**config.mk**
```make
export PLATFORM = sky130hd
export DESIGN_NAME = bls_exec
export DESIGN_NICKNAME = d
export VERILOG_FILES = /design/src/bls_pkg.sv /design/src/bls_regfile.sv /design/src/bls_exec.sv
export VERILOG_INCLUDE_DIRS = /design/src /design/src/src
export SDC_FILE = /design/constraint.sdc
export NUM_CORES = 1
export LEC_CHECK = 0
export BUFFER_PORTS_ARGS = -buffer_cell sky130_fd_sc_hd__buf_2
export CAP_MARGIN = 20
export CORE_ASPECT_RATIO = 1.75
export CORE_MARGIN = 2
export CORE_UTILIZATION = 45
export DETAILED_ROUTE_END_ITERATION = 8
export PLACE_DENSITY = 0.63
export SETUP_SLACK_MARGIN = 0.05
export SYNTH_ARGS = -nofsm -noshare
export SYNTH_HDL_FRONTEND = slang
export SYNTH_SLANG_ARGS = --single-unit
```
**constraint.sdc**
```tcl
create_clock -name clock -period 15.25 [get_ports clock]
set_clock_uncertainty 0.1 [all_clocks]
set_input_delay 2.2875 -clock clock [delete_from_list [all_inputs] [get_ports clock]]
set_output_delay 2.2875 -clock clock [all_outputs]
set_load 0.005 [all_outputs]
```
**src/bls_defines.svh**
```systemverilog
// offsets, field positions, reset values and cycle counts of the exec block
`ifndef BLS_DEFINES_SVH
`define BLS_DEFINES_SVH

// major opcode in word bits 15:12
`define BLS_OP_HI        15
`define BLS_OP_LO        12
`define BLS_OP_BRANCH    4'h1
`define BLS_OP_COPY      4'h2
`define BLS_OP_DIRECT    4'h4
`define BLS_OP_PTR       4'h8
`define BLS_OP_DISP      4'h9
`define BLS_OP_IMM       4'he

// branch fields
`define BLS_BR_POL       11
`define BLS_BR_SIGNED    10
`define BLS_BR_SEL_HI    9
`define BLS_BR_SEL_LO    7
`define BLS_BR_K_HI      6

// pointer and displacement fields
`define BLS_PTR_STORE    11
`define BLS_PTR_SEL_HI   10
`define BLS_PTR_SEL_LO   9
`define BLS_PTR_MODE_HI  8
`define BLS_PTR_MODE_LO  7
`define BLS_DISP_ZSEL    11
`define BLS_DISP_Q_HI    10
`define BLS_DISP_Q_LO    5

// flag register bit positions
`define BLS_FLAG_C       0
`define BLS_FLAG_Z       1
`define BLS_FLAG_N       2
`define BLS_FLAG_V       3
`define BLS_FLAG_S       4
`define BLS_FLAG_H       5
`define BLS_FLAG_T       6
`define BLS_FLAG_I       7

// register file layout
`define BLS_IMM_BASE     5'h10
`define BLS_PTR_X_LO     5'h1a
`define BLS_PTR_Y_LO     5'h1c
`define BLS_PTR_Z_LO     5'h1e
`define BLS_REG_RESET    8'h00
`define BLS_PC_RESET     16'h0000

// cycle counts
`define BLS_MEM_CYCLES   2
`define BLS_TAKEN_CYCLES 2

`endif

```
**src/bls_pkg.sv**
```systemverilog
// types shared by the branch and load/store exec block
`default_nettype none

package bls_pkg;

    typedef enum logic [3:0] {
        BLS_ST_IDLE = 4'b0001,
        BLS_ST_BR   = 4'b0010,
        BLS_ST_LD   = 4'b0100,
        BLS_ST_ST   = 4'b1000
    } bls_state_t;

    typedef enum logic [1:0] {
        BLS_PM_PLAIN = 2'h0,
        BLS_PM_POST  = 2'h1,
        BLS_PM_PRE   = 2'h2
    } bls_pmode_t;

endpackage

`default_nettype wire

```
**src/bls_regfile.sv**
```systemverilog
// general-purpose register file with byte and pointer-pair ports
`default_nettype none
`include "bls_defines.svh"

module bls_regfile #(
    parameter int NREG = 32
) (
    input  wire logic        clock,
    input  wire logic        reset,
    input  wire logic [4:0]  rd_addr,
    output logic      [7:0]  rd_data,
    input  wire logic [4:0]  peek_addr,
    output logic      [7:0]  peek_data,
    input  wire logic [4:0]  pair_raddr,
    output logic      [15:0] pair_rdata,
    input  wire logic        byte_we,
    input  wire logic [4:0]  byte_addr,
    input  wire logic [7:0]  byte_data,
    input  wire logic        pair_we,
    input  wire logic [4:0]  pair_waddr,
    input  wire logic [15:0] pair_wdata
);

    // five-bit register numbers reach exactly 32 entries
    if (NREG != 32)
    begin : g_check
        $error("bls_regfile: NREG must be 32");
    end

    logic [7:0] regs_q [NREG];

    always_ff @(posedge clock or posedge reset)
    begin
        if (reset)
        begin
            for (int i = 0; i < NREG; i++)
            begin
                regs_q[i] <= `BLS_REG_RESET;
            end
        end
        else
        begin
            if (byte_we)
            begin
                regs_q[byte_addr] <= byte_data;
            end
            // carry across the full 16 bits comes from the caller's sum
            if (pair_we)
            begin
                regs_q[{pair_waddr[4:1], 1'b0}] <= pair_wdata[7:0];
                regs_q[{pair_waddr[4:1], 1'b1}] <= pair_wdata[15:8];
            end
        end
    end

    assign rd_data    = regs_q[rd_addr];
    assign peek_data  = regs_q[peek_addr];
    assign pair_rdata = {regs_q[{pair_raddr[4:1], 1'b1}], regs_q[{pair_raddr[4:1], 1'b0}]};

endmodule

`default_nettype wire

```
**src/bls_exec.sv**
```systemverilog
// exec unit for flag branches, register moves and pointer loads/stores
////////////////////////////////////////////////////////////////////////////////
// What this block does
// RQ1: generic branch when selected flag clear
// RQ2: equal branch when zero flag set
// RQ3: not-equal branch when zero flag clear
// RQ4: carry-set and lower alias branch alike
// RQ5: carry-clear and same-or-higher branch alike
// RQ6: minus/plus branch on negative flag
// RQ7: signed ge branches when N xor V zero
// RQ8: signed less branches when N xor V one
// RQ9: half-carry pair branches on half-carry flag
// RQ10: transfer-bit pair branches on T flag
// RQ11: overflow pair branches on overflow flag
// RQ12: interrupt pair branches on global enable
// RQ13: copy and immediate load, one cycle
// RQ14: pointer load, optional post-increment, two cycles
// RQ15: pre-decrement pointer, then load, two cycles
// RQ16: Y/Z plus displacement load, pointer kept
// RQ17: direct load from embedded address
// RQ18: pointer store, optional post-increment, two cycles
// RQ19: pre-decrement pointer, then store
// RQ20: branch one cycle untaken, two taken
// RQ21: pointers are 16-bit register pairs
// RQ22: displacement is unsigned six-bit field
////////////////////////////////////////////////////////////////////////////////
`default_nettype none
`include "bls_defines.svh"

module bls_exec #(
    parameter int PC_W = 16
) (
    input  wire logic            clock,
    input  wire logic            reset,
    input  wire logic            issue_valid,
    output logic                 issue_ready,
    input  wire logic [15:0]     issue_word,
    input  wire logic [15:0]     issue_ext,
    input  wire logic [7:0]      flag_register,
    output logic      [PC_W-1:0] pc,
    output logic                 fetch_flush,
    output logic      [15:0]     sram_addr,
    output logic      [7:0]      sram_wdata,
    output logic                 sram_read,
    output logic                 sram_write,
    input  wire logic [7:0]      sram_rdata,
    output logic                 illegal_op,
    input  wire logic [4:0]      peek_addr,
    output logic      [7:0]      peek_data
);

    if (PC_W < 8 || PC_W > 16)
    begin : g_check
        $error("bls_exec: PC_W must lie in 8..16");
    end

    ////////////////////////////////////////////////////////////////////////////
    // helpers

    function automatic logic branch_taken(input logic [7:0] f, input logic [15:0] w);
        logic bit_v;
        bit_v = w[`BLS_BR_SIGNED] ? (f[`BLS_FLAG_N] ^ f[`BLS_FLAG_V]) // RQ7 RQ8
                                  : f[w[`BLS_BR_SEL_HI:`BLS_BR_SEL_LO]]; // RQ4 RQ6 RQ9 RQ10
        return bit_v == w[`BLS_BR_POL]; // RQ3 RQ5 RQ11 RQ12
    endfunction

    function automatic logic [4:0] ptr_base(input logic [1:0] sel);
        logic [4:0] b;
        case (sel)
            2'h0:    b = `BLS_PTR_X_LO;
            2'h1:    b = `BLS_PTR_Y_LO;
            default: b = `BLS_PTR_Z_LO;
        endcase
        return b;
    endfunction

    ////////////////////////////////////////////////////////////////////////////
    // state

    bls_pkg::bls_state_t state_q;
    bls_pkg::bls_state_t state_d;
    logic [PC_W-1:0]     pc_q;
    logic [PC_W-1:0]     pc_d;
    logic                flush_q;
    logic                flush_d;
    logic [15:0]         mem_addr_q;
    logic [15:0]         mem_addr_d;
    logic [7:0]          mem_wdata_q;
    logic [7:0]          mem_wdata_d;
    logic                mem_rd_q;
    logic                mem_rd_d;
    logic                mem_wr_q;
    logic                mem_wr_d;
    logic [4:0]          dest_q;
    logic [4:0]          dest_d;
    logic                illegal_q;
    logic                illegal_d;

    logic [3:0]          op;
    logic                issue_fire;
    logic [PC_W-1:0]     br_target;
    logic [1:0]          pmode;
    logic [5:0]          disp_q6;

    logic [4:0]          rd_addr;
    logic [7:0]          rd_data;
    logic [4:0]          pair_raddr;
    logic [15:0]         pair_rdata;
    logic                byte_we;
    logic [4:0]          byte_addr;
    logic [7:0]          byte_data;
    logic                pair_we;
    logic [15:0]         pair_wdata;

    assign op          = issue_word[`BLS_OP_HI:`BLS_OP_LO];
    assign issue_ready = (state_q == bls_pkg::BLS_ST_IDLE);
    assign issue_fire  = issue_valid && issue_ready;
    assign pmode       = issue_word[`BLS_PTR_MODE_HI:`BLS_PTR_MODE_LO];
    assign disp_q6     = issue_word[`BLS_DISP_Q_HI:`BLS_DISP_Q_LO];
    // seven-bit offset, sign-extended, plus one
    assign br_target   = pc_q + PC_W'({{9{issue_word[`BLS_BR_K_HI]}},
                                       issue_word[`BLS_BR_K_HI:0]}) + PC_W'(1);

    ////////////////////////////////////////////////////////////////////////////
    // decode and sequencing

    always_comb
    begin
        state_d     = state_q;
        pc_d        = pc_q;
        flush_d     = 1'b0;
        mem_addr_d  = mem_addr_q;
        mem_wdata_d = mem_wdata_q;
        mem_rd_d    = 1'b0;
        mem_wr_d    = 1'b0;
        dest_d      = dest_q;
        illegal_d   = 1'b0;
        rd_addr     = issue_word[4:0];
        pair_raddr  = ptr_base(issue_word[`BLS_PTR_SEL_HI:`BLS_PTR_SEL_LO]);
        byte_we     = 1'b0;
        byte_addr   = issue_word[9:5];
        byte_data   = rd_data;
        pair_we     = 1'b0;
        pair_wdata  = pair_rdata;
        case (state_q)
            bls_pkg::BLS_ST_IDLE:
            begin
                if (issue_valid)
                begin
                    pc_d = pc_q + PC_W'(1);
                    case (op)
                        `BLS_OP_BRANCH:
                        begin
                            // flags are only read here, never written
                            if (branch_taken(flag_register, issue_word)) // RQ1
                            begin
                                pc_d    = br_target; // RQ2
                                flush_d = 1'b1;
                                state_d = bls_pkg::BLS_ST_BR; // RQ20
                            end
                        end
                        `BLS_OP_COPY:
                        begin
                            byte_we   = 1'b1; // RQ13
                            byte_addr = issue_word[9:5];
                            byte_data = rd_data;
                        end
                        `BLS_OP_IMM:
                        begin
                            // immediate reaches only the upper sixteen registers
                            byte_we   = 1'b1; // RQ13
                            byte_addr = `BLS_IMM_BASE | {1'b0, issue_word[3:0]};
                            byte_data = issue_word[11:4];
                        end
                        `BLS_OP_DIRECT:
                        begin
                            // second word holds the address
                            pc_d       = pc_q + PC_W'(2);
                            mem_addr_d = issue_ext; // RQ17
                            mem_rd_d   = 1'b1;
                            dest_d     = issue_word[4:0];
                            state_d    = bls_pkg::BLS_ST_LD;
                        end
                        `BLS_OP_PTR:
                        begin
                            if (pmode == 2'h3 ||
                                issue_word[`BLS_PTR_SEL_HI:`BLS_PTR_SEL_LO] == 2'h3)
                            begin
                                illegal_d = 1'b1;
                            end
                            else
                            begin
                                mem_addr_d = pair_rdata; // RQ14
                                if (pmode == bls_pkg::BLS_PM_PRE)
                                begin
                                    mem_addr_d = pair_rdata - 16'h0001; // RQ15
                                    pair_wdata = pair_rdata - 16'h0001; // RQ21
                                    pair_we    = 1'b1; // RQ19
                                end
                                else if (pmode == bls_pkg::BLS_PM_POST)
                                begin
                                    pair_wdata = pair_rdata + 16'h0001; // RQ21
                                    pair_we    = 1'b1; // RQ18
                                end
                                if (issue_word[`BLS_PTR_STORE])
                                begin
                                    mem_wr_d    = 1'b1; // RQ18
                                    mem_wdata_d = rd_data;
                                    state_d     = bls_pkg::BLS_ST_ST;
                                end
                                else
                                begin
                                    mem_rd_d = 1'b1; // RQ14
                                    dest_d   = issue_word[4:0];
                                    state_d  = bls_pkg::BLS_ST_LD;
                                end
                            end
                        end
                        `BLS_OP_DISP:
                        begin
                            pair_raddr = issue_word[`BLS_DISP_ZSEL] ? `BLS_PTR_Z_LO
                                                                    : `BLS_PTR_Y_LO;
                            mem_addr_d = pair_rdata + {10'h000, disp_q6}; // RQ22
                            mem_rd_d   = 1'b1; // RQ16
                            dest_d     = issue_word[4:0];
                            state_d    = bls_pkg::BLS_ST_LD;
                        end
                        default:
                        begin
                            illegal_d = 1'b1;
                        end
                    endcase
                end
            end
            bls_pkg::BLS_ST_BR:
            begin
                // target fetch slot after the redirect
                state_d = bls_pkg::BLS_ST_IDLE; // RQ20
            end
            bls_pkg::BLS_ST_LD:
            begin
                byte_we   = 1'b1; // RQ14
                byte_addr = dest_q;
                byte_data = sram_rdata;
                state_d   = bls_pkg::BLS_ST_IDLE;
            end
            bls_pkg::BLS_ST_ST:
            begin
                state_d = bls_pkg::BLS_ST_IDLE; // RQ18
            end
            default:
            begin
                state_d = bls_pkg::BLS_ST_IDLE;
            end
        endcase
    end

    ////////////////////////////////////////////////////////////////////////////
    // registers

    always_ff @(posedge clock or posedge reset)
    begin
        if (reset)
        begin
            state_q <= bls_pkg::BLS_ST_IDLE;
        end
        else
        begin
            state_q <= state_d;
        end
    end

    always_ff @(posedge clock or posedge reset)
    begin
        if (reset)
        begin
            pc_q    <= PC_W'(`BLS_PC_RESET);
            flush_q <= 1'b0;
        end
        else
        begin
            pc_q    <= pc_d;
            flush_q <= flush_d;
        end
    end

    always_ff @(posedge clock or posedge reset)
    begin
        if (reset)
        begin
            mem_addr_q  <= 16'h0000;
            mem_wdata_q <= 8'h00;
            mem_rd_q    <= 1'b0;
            mem_wr_q    <= 1'b0;
            dest_q      <= 5'h00;
        end
        else
        begin
            mem_addr_q  <= mem_addr_d;
            mem_wdata_q <= mem_wdata_d;
            mem_rd_q    <= mem_rd_d;
            mem_wr_q    <= mem_wr_d;
            dest_q      <= dest_d;
        end
    end

    always_ff @(posedge clock or posedge reset)
    begin
        if (reset)
        begin
            illegal_q <= 1'b0;
        end
        else
        begin
            illegal_q <= illegal_d;
        end
    end

    assign pc          = pc_q;
    assign fetch_flush = flush_q;
    assign sram_addr   = mem_addr_q;
    assign sram_wdata  = mem_wdata_q;
    assign sram_read   = mem_rd_q;
    assign sram_write  = mem_wr_q;
    assign illegal_op  = illegal_q;

    bls_regfile #(
        .NREG (32)
    ) u_regs (
        .clock      (clock),
        .reset      (reset),
        .rd_addr    (rd_addr),
        .rd_data    (rd_data),
        .peek_addr  (peek_addr),
        .peek_data  (peek_data),
        .pair_raddr (pair_raddr),
        .pair_rdata (pair_rdata),
        .byte_we    (byte_we),
        .byte_addr  (byte_addr),
        .byte_data  (byte_data),
        .pair_we    (pair_we),
        .pair_waddr (pair_raddr),
        .pair_wdata (pair_wdata)
    );

    logic is_branch;
    logic is_ptr_ld;
    logic is_ptr_st;
    assign is_branch = issue_fire && op == `BLS_OP_BRANCH;
    assign is_ptr_ld = issue_fire && op == `BLS_OP_PTR && !issue_word[`BLS_PTR_STORE]
                       && !illegal_d;
    assign is_ptr_st = issue_fire && op == `BLS_OP_PTR && issue_word[`BLS_PTR_STORE]
                       && !illegal_d;
endmodule

`default_nettype wire

```
# --- Yosys cells after proc, flatten, opt, wreduce, memory -nomap -nowiden ---
# Index checks and enable logic that the tools add are counted.
totals:
  register_bits: 309
  romBits: 0
  latch_bits: 0
  n_memories: 0
  ramBits: 0
classes:
  magnitude_cmp: 9
  n_addsub: 7
  mul: 0
  bitwise_logic: 7
  n_mux: 84
  div: 0
  eq_ne: 20
  n_reduce_logical: 15
  shifts: 0
op_table:
  columns: ["operator", "n"]
  rows:
  - ["bitwise mux 256 bit", 3]
  - ["two-way mux 256 bit", 2]
  - ["binary-select mux 8 bit (select 5 bit)", 4]
  - ["two-way mux 16 bit", 9]
  - ["demux 8 bit (select 5 bit)", 3]
  - ["two-way mux 8 bit", 13]
  - ["adder 16 x 1 -> 16 bit (second input constant)", 3]
  - ["case mux 16 bit (3 select lines)", 1]
  - ["two-way mux 5 bit", 7]
  - ["case mux 16 bit (2 select lines)", 1]
  - [">= comparator 6 bit (second input constant)", 5]
  - ["NOT 5 -> 6 bit", 5]
  - ["two-way mux 1 bit", 26]
  - ["two-way mux 4 bit", 5]
  - ["case mux 5 bit (2 select lines)", 2]
  - ["less-than comparator 6 x 1 -> 1 bit (second input constant)", 3]
  - ["adder 16 bit", 1]
  - ["adder 16 x 2 -> 16 bit (second input constant)", 1]
  - ["adder 16 x 6 -> 16 bit", 1]
  - ["case mux 8 bit (2 select lines)", 1]
  - ["subtractor 16 x 1 -> 16 bit (second input constant)", 1]
  - ["equality test 4 bit (second input constant)", 3]
  - ["case mux 4 bit (3 select lines)", 1]
  - ["AND reduction 5 bit", 2]
  - ["25 further kinds", 39]

# --- Longest topological paths before layout ---
logic_depth:
  word_depth: 19
  mapped_depth: 18

# --- Cells and area by module ---
# A second synthesis with hierarchy kept.
hier_totals:
  hier_cells: 2589
  area_unflattened_um2: 24378.4
modules_own_cells:
  columns: ["module", "n_inst", "area_per_inst_um2", "seq_area_each_um2", "cells_each"]
  rows:
  - ["bls_regfile", 1, 19013.2, 6406.1, 1896]
  - ["bls_exec", 1, 5365.1, 1327.5, 693]

# --- Worst setup path before layout ---
# OpenSTA, ideal clock, no wires.
synth_path:
  path_type: "input -> output"
  from: "input port peek_addr[1]"
  to: "output port peek_data[2]"
  slack_ns: 8.227
  t_required_ns: 12.863
  cell_stages: 6
  arrival_time_ns: 4.636
  cell_sequence: "clkbuf_1 clkbuf_1 clkbuf_1 mux4_2 mux4_2 mux2_2"
synth_between:
  elab_chain_len: 4
synth_rtl:
  columns: ["item", "line_no", "text"]
  rows:
  - ["start: declaration", "bls_exec.sv:48", "input wire logic [4:0] peek_addr,"]
  - ["NOT 5 -> 6 bit (implied by the code)", "bls_regfile.sv:57", "assign peek_data = regs_q[peek_addr];"]
  - ["binary-select mux 8 bit (select 5 bit)", "bls_regfile.sv:57", null]
  - ["two-way mux 8 bit (implied by the code) (2 in a row)", "bls_regfile.sv:57", null]
  - ["end: declaration", "bls_exec.sv:49", "output logic [7:0] peek_data"]
# Every way passes these cells. The select of a mux whose other input is x is not followed.

# --- Worst setup path after layout ---
layout_path:
  from: "input port peek_addr[0]"
  to: "output port peek_data[3]"
# The elaborated chain is that of the path after synthesis.

==> results.yml <==
synthesis:
  syn_inst: 1888
  yosysTopAreaCell: "dfrtp_1"
  synth_cell_types: 79
  seq_area_frac_synth_pct: 40.61
  yosys_warnings: 0
  synth_ff_type: "dfrtp_1"
  synth-seq-cells: 309
  synth.avg_cell_area_um2: 10.09
  syn_area_um2: 19040
  synth_nets: 1974
  synth.area.top_cells: "dfrtp_1 40%, mux4_2 19%, o21ai_0 5.8%, nand2_1 5.2%, a21oi_1 3.8%"
  synth_top_area_share_pct: 40.47
  async_flop_share_pct: 100.0
  synth-edff-count: 0
flow_run:
  maxCapViolations: 0
timing:
  worstMarginPinSlew_ps: 1133
  finalHoldViolations: 0
  post-route-period-util_pct: 48.49
  final.min_clock_period_ps: 7395
  rsz0062_at_grt: "no"
  slew_violations: 0
  setup_tns_ps: 0
  setup_viol: 0
  clock.fmax_mhz: 135.2
  maxSlewHeadroom_pct: 24.29
detailed_routing:
  ant_nets: 0
  wirelength_um: 58810
  drc: 0
  firstDrtPassIters: 6
  vias_per_cell: 6.275
  wire_per_inst_um: 23.56
  drtIter0Drc: 1446
  vias: 15660
setup_path:
  critical_path_class: "in2out"
  crit_arrival_ps: 5010
  cp_top_family: "multiplexers"
  crit_start: "peek_addr[0]"
  crit_required_ps: 12860
  setup.worst_path.start_class: "primary input"
  worstPathCellList: "buf_4 -> buf_4 -> mux4_2 -> mux4_2 -> mux2_2 -> buf_2"
  crit_fanout: 40
  r2r_start: "state_q[0]"
  path_buf_inv: 3
  worst_path_max_delay_cell: "buf_4"
  cpPeakStageDelay_ps: 690
  worst_setup_path_end_kind: "output pin"
cells_and_area:
  areaGrowthSynthToFinish_pct: 11.99
  n_fill_cell: 3764
  fin_nets: 2006
  drive_gt1_share_pct: 20.93
global_routing:
  grt_max_degree: 203
  grt_pass1_vias: 15810
  grt_overflow: 0
  grt_use_total_pct: 26.76
  antenna_found_initial: 3
  grt_pass1_wl_um: 92670
cts:
  cts_buffers: 31
  htreeDepth: 1
  path_clk_slew_ps: 60
  tritoncts: "built"
  insertion_delay_ps: 600
  cts_sinks: 309
  cts_resized: 0
  postCtsSetupBuffers: 0
  cts_buffer_depth: 3
  cts_hold_buf: 0
  root_buffer: "clkbuf_16"
placed_design:
  hpwl_um: 41040
  numPortBuffers: 108
  gp_congestion: 0.9064
hold_path:
  hold_start: "sram_addr[10]"
  hp-class: "reg2reg"
power_and_ir_drop:
  irDropWorstVdd_mv: 0.07745
  p_per_area_nw_per_um2: 112.4
  total_power_uw: 2398
  p_leak_uw: 0.008940
die:
  design.die.area_um2: 44050
  initial_core_util_pct: 45.62
  die_y_um: 276.1
  core_um2: 41740
  pin_count: 109
  rows: 99
  die_w_um: 159.5
run_status:
  status: "finished clean"
## synth_stat cells (5+ instances only)
| cell type | instances |
|---|---|
| buf_1 | 18 |
| nand4_1 | 10 |
| or4_1 | 5 |
| a211oi_1 | 9 |
| a21oi_1 | 143 |
| buf_2 | 7 |
| dfrtp_1 | 308 |
| a221o_1 | 6 |
| o211ai_1 | 46 |
| nor3_1 | 32 |
| nand2_1 | 262 |
| ha_1 | 28 |
| or3_1 | 10 |
| nor2_1 | 178 |
| a222oi_1 | 8 |
| xnor2_1 | 27 |
| xor2_1 | 12 |
| a31oi_1 | 13 |
| and2_1 | 9 |
| inv_1 | 28 |
| a21o_1 | 5 |
| a22oi_1 | 7 |
| clkbuf_1 | 123 |
| nand3_1 | 24 |
| and3_1 | 28 |
| nor2b_1 | 13 |
| nand2b_1 | 7 |
| o21ai_1 | 7 |
| o31ai_1 | 5 |
| nor4_1 | 8 |
| a221oi_1 | 10 |
| mux4_2 | 162 |
| mux2_2 | 13 |
| o21ai_0 | 221 |
| mux2i_1 | 25 |
| o22a_1 | 6 |
## per-layer routing
layer	GRT usage (%)	wire (um)	vias up
met5	0	21	-
met4	12.56	2964	4
met3	3.390	3457	179
met2	48.09	30600	647
met1	31.65	21760	7750
li1	-	-	7082
## worst reg2reg max path: stages, from the launching register on
cell and delay, ps:
dfstp_2 540, or4b_4 510, o31ai_2 440, nand2_1 520, a221o_1 660, or4_1 700, nor3_1 370, a22oi_1 160
xnor2_1 600, o21ai_0 220
## per-stage QoR
step                      setup WS [ps]  hold slack [ps]  std cells  utilization, %  cell area [um^2]
after floorplan                    4320            360.9       1888               -             19040
after global placement             7862            357.2       2437           48.28             20150
after detailed placement           7809            365.0       2437           48.28             20150
after CTS                          7805            383.5       2490           50.89             21250
after global routing               7696            402.6       2496           51.09             21330
final                              7855            381.0       2496           51.09             21330
## report_power, final
group | switching, uW | leakage (uW) | internal [uW] | total (uW)
Sequential | 98.5 | 0.00419 | 895 | 994
Clock | 347 | 0.000526 | 495 | 842
Combinational | 315 | 0.00422 | 247 | 562
## kinds of logic after synthesis
family,share of synthesized area [%]
mux,21.32
simple gates,14.15
xor+xnor,1.794
compound gates,16.38
flops,40.61
buf+inv,3.699
fa+ha+maj,2.050
## worst paths after layout
| kind | to | slack, ps | cells past startpoint |
|---|---|---|---|
| max | peek_data[3] | 7860 | 6 |
| min | sram_addr[10] | 380 | 2 |
| max reg2reg | u_regs.regs_q[4] | 10240 | 9 |
| min reg2reg | sram_addr[10] | 380 | 2 |
| max in group asynchronous | asynchronous set/reset pin | 11690 | 3 |
| min in group asynchronous | asynchronous set/reset pin | 1770 | 2 |
## layout by cell type (no fill, tap or decap), drive strengths merged, types with 29 or more instances in the layout
master	count
a21oi	143
buf	149
clkbuf	38
dfrtp	308
inv	29
mux4	162
nand2	262
nor2	178
nor3	33
o211ai	46
o21ai	228
## cell type report
| class | instances | area, um^2 | share of cell area, % |
|---|---|---|---|
| clock buffer | 38 | 852.1 | 3.995 |
| multi-input combinational | 1399 | 10770 | 50.49 |
| clock inverter | 15 | 239.0 | 1.120 |
| antenna | 1 | 2.502 | 0.01173 |
| timing repair buffer | 149 | 913.4 | 4.283 |
| inverter | 30 | 125.1 | 0.5866 |
| sequential | 309 | 7734 | 36.26 |
| tap | 555 | 694.4 | 3.256 |
(Power assumes the default switching activity.)
